[src/design/lwd_pkg.sv]
package lwd_pkg;
    localparam int unsigned LWD_AW = 4;
    localparam int unsigned LWD_DW = 32;
    // Register indices (word addresses on the plain port)
    localparam logic [3:0] LWD_REG_LOAD   = 4'h0;
    localparam logic [3:0] LWD_REG_VALUE  = 4'h1;
    localparam logic [3:0] LWD_REG_CTRL   = 4'h2;
    localparam logic [3:0] LWD_REG_RIS    = 4'h3;
    localparam logic [3:0] LWD_REG_MIS    = 4'h4;
    localparam logic [3:0] LWD_REG_ICR    = 4'h5;
    localparam logic [3:0] LWD_REG_LOCK   = 4'h6;
    localparam logic [3:0] LWD_REG_IMASK  = 4'h7;
    // Control bits
    localparam int unsigned LWD_CTRL_EN    = 0;
    localparam int unsigned LWD_CTRL_RESEN = 1;
    localparam int unsigned LWD_CTRL_STALL = 2;
    // Status bits
    localparam int unsigned LWD_ST_TIMEOUT = 0;
    localparam int unsigned LWD_ST_SECOND  = 1;
    localparam int unsigned LWD_NEV        = 2;
    // Lock key and reset values
    localparam logic [31:0] LWD_UNLOCK_KEY = 32'h1acc_e551;
    localparam logic [31:0] LWD_LOAD_RST   = 32'hffff_ffff;
    localparam logic [31:0] LWD_ZERO       = 32'h0000_0000;
    typedef enum logic [2:0] {
        LWD_ST_IDLE  = 3'b001,
        LWD_ST_RUN   = 3'b010,
        LWD_ST_ARMED = 3'b100
    } lwd_state_t;
endpackage

[src/design/lwd_ctl_if.sv]
`timescale 1ns/1ps
`default_nettype none
interface lwd_ctl_if;
    import lwd_pkg::*;
    logic              locked;
    logic              wr_ok;
    logic [LWD_DW-1:0] rdata;
    modport lock (output locked, output wr_ok, output rdata);
    modport core (input locked, input wr_ok, input rdata);
endinterface
`default_nettype wire

[src/design/lwd_lock.sv]
`timescale 1ns/1ps
`default_nettype none
module lwd_lock
    import lwd_pkg::*;
(
    // Clock and reset
    input  wire logic              clk,
    input  wire logic              rst_b,
    // Register port slice
    input  wire logic [LWD_AW-1:0] addr,
    input  wire logic [LWD_DW-1:0] wdata,
    input  wire logic              wr,
    // To core
    lwd_ctl_if.lock                ctl
);
    import lwd_pkg::*;

    logic locked_r;

    // Key opens, any other value closes
    always_ff @(posedge clk) begin
        if (!rst_b) begin
            locked_r <= 1'b0;
        end else if (wr && addr == LWD_REG_LOCK) begin
            locked_r <= (wdata != LWD_UNLOCK_KEY);
        end
    end

    assign ctl.locked = locked_r;
    assign ctl.wr_ok  = wr && !locked_r && addr != LWD_REG_LOCK;
    assign ctl.rdata  = {{(LWD_DW-1){1'b0}}, locked_r};

    AST_LOCK_BLOCK: assert property (@(posedge clk) disable iff (!rst_b)
        locked_r |-> !ctl.wr_ok) else $error("write passed while locked");
    AST_LOCK_KEY: assert property (@(posedge clk) disable iff (!rst_b)
        wr && addr == LWD_REG_LOCK && wdata == LWD_UNLOCK_KEY |=> !locked_r)
        else $error("key did not unlock");
endmodule
`default_nettype wire

[src/design/lwd_top.sv]
// Implementation choices: the placing of the registers and the plain strobed port.
`timescale 1ns/1ps
`default_nettype none
// What this block does
// - Lock engaged: configuration writes ignored
// - Lock released: writes accepted again
// - Lock state readable
// - Reload loaded on first zero
// - Reload write while running loads counter
// - Zero reload raises interrupt at once
// - Reload value readable
// - Reset enable gates second-timeout reset
// - Running state readable
// - No stall: counts through debug halt
// - Stall: freezes during debug halt
// - Counter value readable any time
// - Enable starts counter and interrupt
// - Clear drops interrupt, ignored when locked
// - Raw and masked status readable
module lwd_top
    import lwd_pkg::*;
(
    // Clock and reset
    input  wire logic              clk,
    input  wire logic              rst_b,
    // Register port
    input  wire logic [LWD_AW-1:0] addr,
    input  wire logic [LWD_DW-1:0] wdata,
    input  wire logic              wr,
    input  wire logic              rd,
    output logic      [LWD_DW-1:0] rdata,
    // System
    input  wire logic              dbg_halt,
    output logic                   irq,
    output logic                   cpu_reset
);
    import lwd_pkg::*;

    lwd_ctl_if ctl ();

    lwd_lock u_lock (
        .clk   (clk),
        .rst_b (rst_b),
        .addr  (addr),
        .wdata (wdata),
        .wr    (wr),
        .ctl   (ctl)
    );

    logic [LWD_DW-1:0]  load_r;
    logic [LWD_DW-1:0]  cnt_r;
    logic               en_r;
    logic               resen_r;
    logic               stall_r;
    logic [LWD_NEV-1:0] ris_r;
    logic [LWD_NEV-1:0] mask_r;
    logic               rst_out_r;
    lwd_state_t         st_r;
    lwd_state_t         st_nxt;

    logic wr_load;
    logic wr_ctrl;
    logic wr_icr;
    logic wr_mask;
    logic tick;
    logic at_zero;
    logic first_to;
    logic second_to;
    logic zero_load;

    assign wr_load = ctl.wr_ok && addr == LWD_REG_LOAD;
    assign wr_ctrl = ctl.wr_ok && addr == LWD_REG_CTRL;
    assign wr_icr  = ctl.wr_ok && addr == LWD_REG_ICR;
    assign wr_mask = ctl.wr_ok && addr == LWD_REG_IMASK;

    assign tick    = en_r && !(stall_r && dbg_halt);
    assign at_zero = tick && cnt_r == LWD_ZERO;
    assign first_to  = at_zero && !ris_r[LWD_ST_TIMEOUT];
    assign second_to = at_zero && ris_r[LWD_ST_TIMEOUT];
    assign zero_load = wr_load && wdata == LWD_ZERO;

    always_ff @(posedge clk) begin
        if (!rst_b) begin
            load_r <= LWD_LOAD_RST;
        end else if (wr_load) begin
            load_r <= wdata;
        end
    end

    always_ff @(posedge clk) begin
        if (!rst_b) begin
            en_r    <= 1'b0;
            resen_r <= 1'b0;
            stall_r <= 1'b0;
        end else if (wr_ctrl) begin
            en_r    <= en_r | wdata[LWD_CTRL_EN];
            resen_r <= wdata[LWD_CTRL_RESEN];
            stall_r <= wdata[LWD_CTRL_STALL];
        end
    end

    always_ff @(posedge clk) begin
        if (!rst_b) begin
            cnt_r <= LWD_LOAD_RST;
        end else if (wr_load && (en_r || st_r == LWD_ST_IDLE)) begin
            cnt_r <= wdata;
        end else if (at_zero) begin
            cnt_r <= load_r;
        end else if (tick) begin
            cnt_r <= cnt_r - 1'b1;
        end
    end

    always_ff @(posedge clk) begin
        if (!rst_b) begin
            ris_r <= '0;
        end else begin
            ris_r[LWD_ST_TIMEOUT] <= first_to || zero_load || second_to ||
                (ris_r[LWD_ST_TIMEOUT] && !(wr_icr && wdata[LWD_ST_TIMEOUT]));
            ris_r[LWD_ST_SECOND]  <= second_to ||
                (ris_r[LWD_ST_SECOND] && !(wr_icr && wdata[LWD_ST_SECOND]));
        end
    end

    // Mask resets open so enable alone arms the interrupt
    always_ff @(posedge clk) begin
        if (!rst_b) begin
            mask_r <= {LWD_NEV{1'b1}};
        end else if (wr_mask) begin
            mask_r <= wdata[LWD_NEV-1:0];
        end
    end

    // Sequence state; only its idle phase is used, letting reload writes load the counter before enable
    always_comb begin
        st_nxt = st_r;
        case (st_r)
            LWD_ST_IDLE:  if (en_r) st_nxt = LWD_ST_RUN;
            LWD_ST_RUN:   if (ris_r[LWD_ST_TIMEOUT]) st_nxt = LWD_ST_ARMED;
            LWD_ST_ARMED: if (!ris_r[LWD_ST_TIMEOUT]) st_nxt = LWD_ST_RUN;
            default:      st_nxt = LWD_ST_IDLE;
        endcase
    end

    always_ff @(posedge clk) begin
        if (!rst_b) begin
            st_r <= LWD_ST_IDLE;
        end else begin
            st_r <= st_nxt;
        end
    end

    // reset only when enabled; held until chip reset
    always_ff @(posedge clk) begin
        if (!rst_b) begin
            rst_out_r <= 1'b0;
        end else if (second_to && resen_r) begin
            rst_out_r <= 1'b1;
        end
    end

    assign irq       = |(ris_r & mask_r) && (en_r || ris_r[LWD_ST_TIMEOUT]);
    assign cpu_reset = rst_out_r;

    always_ff @(posedge clk) begin
        if (!rst_b) begin
            rdata <= '0;
        end else if (rd) begin
            case (addr)
                LWD_REG_LOAD:  rdata <= load_r;
                LWD_REG_VALUE: rdata <= cnt_r;
                LWD_REG_CTRL:  rdata <= {29'h0, stall_r, resen_r, en_r};
                LWD_REG_RIS:   rdata <= {30'h0, ris_r};
                LWD_REG_MIS:   rdata <= {30'h0, ris_r & mask_r};
                LWD_REG_IMASK: rdata <= {30'h0, mask_r};
                LWD_REG_LOCK:  rdata <= ctl.rdata;
                default:       rdata <= '0;
            endcase
        end else begin
            rdata <= '0;
        end
    end

    AST_FIRST_FLAG: assert property (@(posedge clk) disable iff (!rst_b)
        first_to |=> ris_r[LWD_ST_TIMEOUT]) else $error("first timeout lost");
    AST_RELOAD_ZERO: assert property (@(posedge clk) disable iff (!rst_b)
        at_zero && !wr_load |=> cnt_r == $past(load_r)) else $error("no reload");
    AST_IMM_LOAD: assert property (@(posedge clk) disable iff (!rst_b)
        wr_load && en_r |=> cnt_r == $past(wdata)) else $error("no immediate load");
    AST_ZERO_IRQ: assert property (@(posedge clk) disable iff (!rst_b)
        zero_load |=> ris_r[LWD_ST_TIMEOUT]) else $error("zero reload no irq");
    AST_NO_RESET: assert property (@(posedge clk) disable iff (!rst_b)
        second_to && !resen_r && !cpu_reset |=> !cpu_reset) else $error("reset w/o enable");
    AST_RESET: assert property (@(posedge clk) disable iff (!rst_b)
        second_to && resen_r |=> cpu_reset) else $error("reset missing");
    AST_FREEZE: assert property (@(posedge clk) disable iff (!rst_b)
        en_r && stall_r && dbg_halt && !wr_load |=> $stable(cnt_r))
        else $error("count moved in halt");
    AST_DECR: assert property (@(posedge clk) disable iff (!rst_b)
        tick && cnt_r != LWD_ZERO && !wr_load |=> cnt_r == $past(cnt_r) - 32'h1)
        else $error("no decrement");
    AST_LOCKED_CTRL: assert property (@(posedge clk) disable iff (!rst_b)
        ctl.locked |=> $stable(en_r) && $stable(resen_r) && $stable(load_r))
        else $error("config changed while locked");
    AST_CLEAR: assert property (@(posedge clk) disable iff (!rst_b)
        wr_icr && wdata[LWD_ST_TIMEOUT] && !at_zero && !zero_load |=> !ris_r[LWD_ST_TIMEOUT])
        else $error("clear ignored");
endmodule
`default_nettype wire

[config.mk]
export PLATFORM = sky130hd
export DESIGN_NAME = lwd_top
export DESIGN_NICKNAME = d
export VERILOG_FILES = /design/src/design/lwd_pkg.sv /design/src/design/lwd_ctl_if.sv /design/src/design/lwd_lock.sv /design/src/design/lwd_top.sv
export SDC_FILE = /design/constraint.sdc
export NUM_CORES = 1
export LEC_CHECK = 0
export BUFFER_PORTS_ARGS = -buffer_cell sky130_fd_sc_hd__buf_2
export CAP_MARGIN = 20
export CORE_MARGIN = 5
export CORE_UTILIZATION = 55
export DETAILED_ROUTE_END_ITERATION = 10
export HOLD_SLACK_MARGIN = 0.03
export PLACE_DENSITY = 0.77
export RECOVER_POWER = 50
export SYNTH_ARGS = -nofsm -noshare
export SYNTH_HDL_FRONTEND = slang
export SYNTH_SLANG_ARGS = --single-unit
export TNS_END_PERCENT = 100
[constraint.sdc]
create_clock -name clk -period 5.1 [get_ports clk]
set_clock_uncertainty 0.15 [all_clocks]
set_input_delay 1.02 -clock clk [delete_from_list [all_inputs] [get_ports clk]]
set_output_delay 1.02 -clock clk [all_outputs]
set_load 0.005 [all_outputs]
==> run_results.csv <==
group,metric,value,unit
die,pin_count,75,
cts,cts_tree,"yes",
critical_path,arrival,3.54,ns
place,port_buffers,74,
cts,clock_sinks,108,
critical_path,startpoint_type,"primary input",
grt,grt_pass1_wl,23200,µm
logic_synthesis,yosysTopAreaCell,"dfxtp_1",
grt,grt_pass1_vias,4554,
cts,insertion_delay,0.38,ns
die,core,8760,µm²
logic_synthesis,ys_types,54,
logic_synthesis,synthMuxAreaShare,1.41,%
cells_and_area,nNetsFinal,701,
sta,rsz0062_at_grt,"no",
logic_synthesis,syn_inst,607,
sta,worst_slew_pin_slew,1.69,ns
die,rows,34,
place,numPlacedInstances,756,
cells_and_area,num_antenna_cells,0,
critical_path,critical_path_class,"in2reg",
sta,slew_viol_final,33,
sta,finalSetupViolations,0,
logic_synthesis,syn_area,4960,µm²
logic_synthesis,synth_area_per_cell,8.18,µm²
sta,fmax,0.295,GHz
logic_synthesis,synth-compound-area-share,23.2,%
cts,clk_path_buf_depth,2,
place,gp_congestion,0.922,
detailed_routing,vias,4838,
logic_synthesis,async_flop_share,0,%
cts,cts_hold_buf,0,
logic_synthesis,synth_edf_count,0,
sta,max_slew_margin,-12.6,%
cts,htreeDepth,3,
logic_synthesis,synth_xor_area_share,3.18,%
logic_synthesis,ys_warn_count,0,
detailed_routing,wl_per_cell,18.9,µm
die,die_w,105,µm
cts,cts_buffers,9,
worst_hold_path,holdPathStages,1,
critical_path,end_kind,"register",
cells_and_area,syn_to_final_growth,11.8,%
power,power_density,270,nW/µm²
detailed_routing,wl,14600,µm
sta,fin_crit_sh,66.5,%
detailed_routing,ant_nets,0,
power,vdd_drop_max,0.146,mV
cts,cts_resized,0,
cts,post_cts_buffers,0,
grt,antenna_found_initial,0,
sta,timing.final.ws_setup,1.71,ns
logic_synthesis,netlist_top_cells_area,"dfxtp_1 (44%), nand2_1 (7.9%), a22oi_1 (6.2%)",
grt,grt_overflow,0,
logic_synthesis,synth_top_family_by_area,"simple AND/OR/NAND/NOR gates",
cells_and_area,drive_above_1_share,14.2,%
logic_synthesis,yosys.area_share.simple,24.8,%
cts,root_buffer,"clkbuf_8",
logic_synthesis,synth-main-ff-cell,"dfxtp_1",
detailed_routing,drt_iter0_markers,423,
logic_synthesis,syn-num-nets,649,
die,die-area,11000,µm²
detailed_routing,viasPerCell,6.27,
critical_path,r2r_setup_slack,1.90,ns
critical_path,required,5.25,ns
die,initial_utilization,56.7,%
sta,finalSetupTns,0,ns
critical_path,worst-r2r-cell-count,9,
logic_synthesis,yosys.area.top_type_share,43.5,%
sta,min_period,3.39,ns
worst_hold_path,hp-class,"reg2reg",
cts,path_clk_slew,0.10,ns
status,status,"complete, but fails checks",
logic_synthesis,yosysSeqAreaShare,43.5,%
place,hpwl,9990,µm
grt,grt_max_degree,38,
detailed_routing,drc_errors,0,
sta,hold_viol,0,
flow_run,cap_violations,1,
cells_and_area,fin_cells,772,
critical_path,path_max_fanout,37,
status,violations,"max-capacitance violations, max-slew violations",
logic_synthesis,synthAdderAreaFrac,0.252,%
detailed_routing,dr.pass1.iters,6,
logic_synthesis,ys_seq_elements,108,
die,die-height,105,µm
power,p_leak,2.07,nW
place,dp_slack,1.48,ns
grt,grtUsageTotal,25.6,%
[registers in the layout, indices dropped and copies added (netlist names)]
signal and count:
cpu_reset 1, st_r 3, en_r 1, rdata 32, u_lock.ctl.locked 1, cnt_r 32, mask_r 2, ris_r 2
resen_r 1, stall_r 1, load_r 32
[cells in the final DEF, fill, tap and decap left out, types with 2 or more instances in the layout]
cell type | netlist | layout
dfxtp_1 | 108 | 108
nand2_1 | 104 | 104
nor2_1 | 67 | 67
buf_2 | 3 | 58
a22oi_1 | 41 | 41
o21ai_0 | 41 | 41
a21o_1 | 20 | 20
nor3_1 | 20 | 20
a21oi_1 | 18 | 17
nand3_1 | 17 | 17
clkbuf_1 | 33 | 17
nor4_1 | 15 | 15
xnor2_1 | 12 | 12
a221o_1 | 10 | 10
a221oi_1 | 9 | 9
clkbuf_8 | 0 | 9
buf_4 | 1 | 8
mux2i_1 | 7 | 7
nand4_1 | 6 | 6
xor2_1 | 6 | 6
a31oi_1 | 5 | 5
inv_1 | 4 | 4
clkinv_4 | 0 | 4
or3_1 | 3 | 3
nor3b_1 | 3 | 3
a211o_1 | 3 | 3
o221ai_1 | 3 | 3
nand2b_1 | 3 | 3
a211oi_1 | 3 | 3
nor4b_1 | 2 | 2
a222oi_1 | 2 | 2
or3b_2 | 2 | 2
nor2b_1 | 2 | 2
a21bo_2 | 2 | 2
or4b_1 | 2 | 2
or2_2 | 2 | 2
o31a_1 | 2 | 2
o31ai_1 | 2 | 2
[cells in the mapped netlist (all sizes together), types with 2 or more instances]
| cell | number |
|---|---|
| a211oi | 3 |
| dfxtp | 108 |
| a211o | 3 |
| nor2b | 2 |
| nor4 | 17 |
| a221o | 10 |
| or3 | 3 |
| and2 | 2 |
| o31ai | 2 |
| a21bo | 2 |
| nor2 | 67 |
| o221ai | 3 |
| o21ai | 41 |
| buf | 9 |
| mux2i | 7 |
| o31a | 2 |
| a221oi | 9 |
| nand2 | 104 |
| nor3b | 3 |
| or4 | 2 |
| nand4 | 6 |
| a222oi | 2 |
| or4b | 2 |
| xnor2 | 12 |
| a21oi | 18 |
| clkbuf | 33 |
| a22oi | 41 |
| nand3 | 17 |
| inv | 4 |
| nand2b | 3 |
| nor3 | 20 |
| or3b | 2 |
| nor4b | 3 |
| or2 | 2 |
| xor2 | 6 |
| a31oi | 5 |
| a21o | 20 |
[through the flow]
step	area [µm²]	util, %	power, W	hold WS (ns)
6_report	5550	63.4	0.00150	0.320
5_1_grt	5550	63.4	0.00155	0.354
4_1_cts	5580	63.7	0.00150	0.313
3_5_place_dp	5400	61.6	0.00102	0.295
3_3_place_gp	5400	61.6	0.00102	0.285
2_1_floorplan	4960	-	0.000963	0.272
[final timing paths]
| path | startpoint | endpoint |
|---|---|---|
| worst min register to register | st_r[0]$_SDFFE_PN1P_ | st_r[2]$_SDFFE_PN0P_ |
| worst min-delay path | st_r[0]$_SDFFE_PN1P_ | st_r[2]$_SDFFE_PN0P_ |
| worst max-delay path | addr[2] | cnt_r[29]$_SDFFE_PN1P_ |
| worst max register to register | cnt_r[0]$_SDFFE_PN1P_ | cnt_r[6]$_SDFFE_PN1P_ |
[per-layer routing]
metal  GRT usage, %  share of wire, %  wire length, µm
met1           35.5                42             6110
met3           4.81                10             1460
met4           10.2               3.0              440
met5              0                 0                0
met2           39.3                45             6550
[critical path: stages]
cell	delay [ns]
clkbuf_1	0.36
nor4_4	0.08
buf_4	0.27
and2_1	0.19
buf_4	0.26
o21a_1	0.26
a21oi_4	0.74
a221oi_1	0.22
o21ai_0	0.12
[cell families after synthesis]
family,count (synthesis)
AOI/OAI and AO/OA,166
xor gates and xnor gates,18
adders and majority gates,1
buffers and inverters,46
DFF,108
muxes,7
and+or+nand+nor,261
[final cells by class]
type / count / area [µm²]
Fill cell: 806 / 3210
Multi-Input combinational cell: 453 / 2640
Sequential cell: 108 / 2160
Timing Repair Buffer: 83 / 414
Tap cell: 108 / 135
Clock buffer: 9 / 124
Clock inverter: 7 / 60.1
Inverter: 4 / 15.0
[where the power goes]
part	total (W)	leakage, nW	internal (W)	switching [W]
logic	0.000118	1.10	0.0000457	0.0000722
registers	0.000883	0.876	0.000861	0.0000218
clock network	0.000497	0.0957	0.000186	0.000312
(Power assumes the default switching activity.)
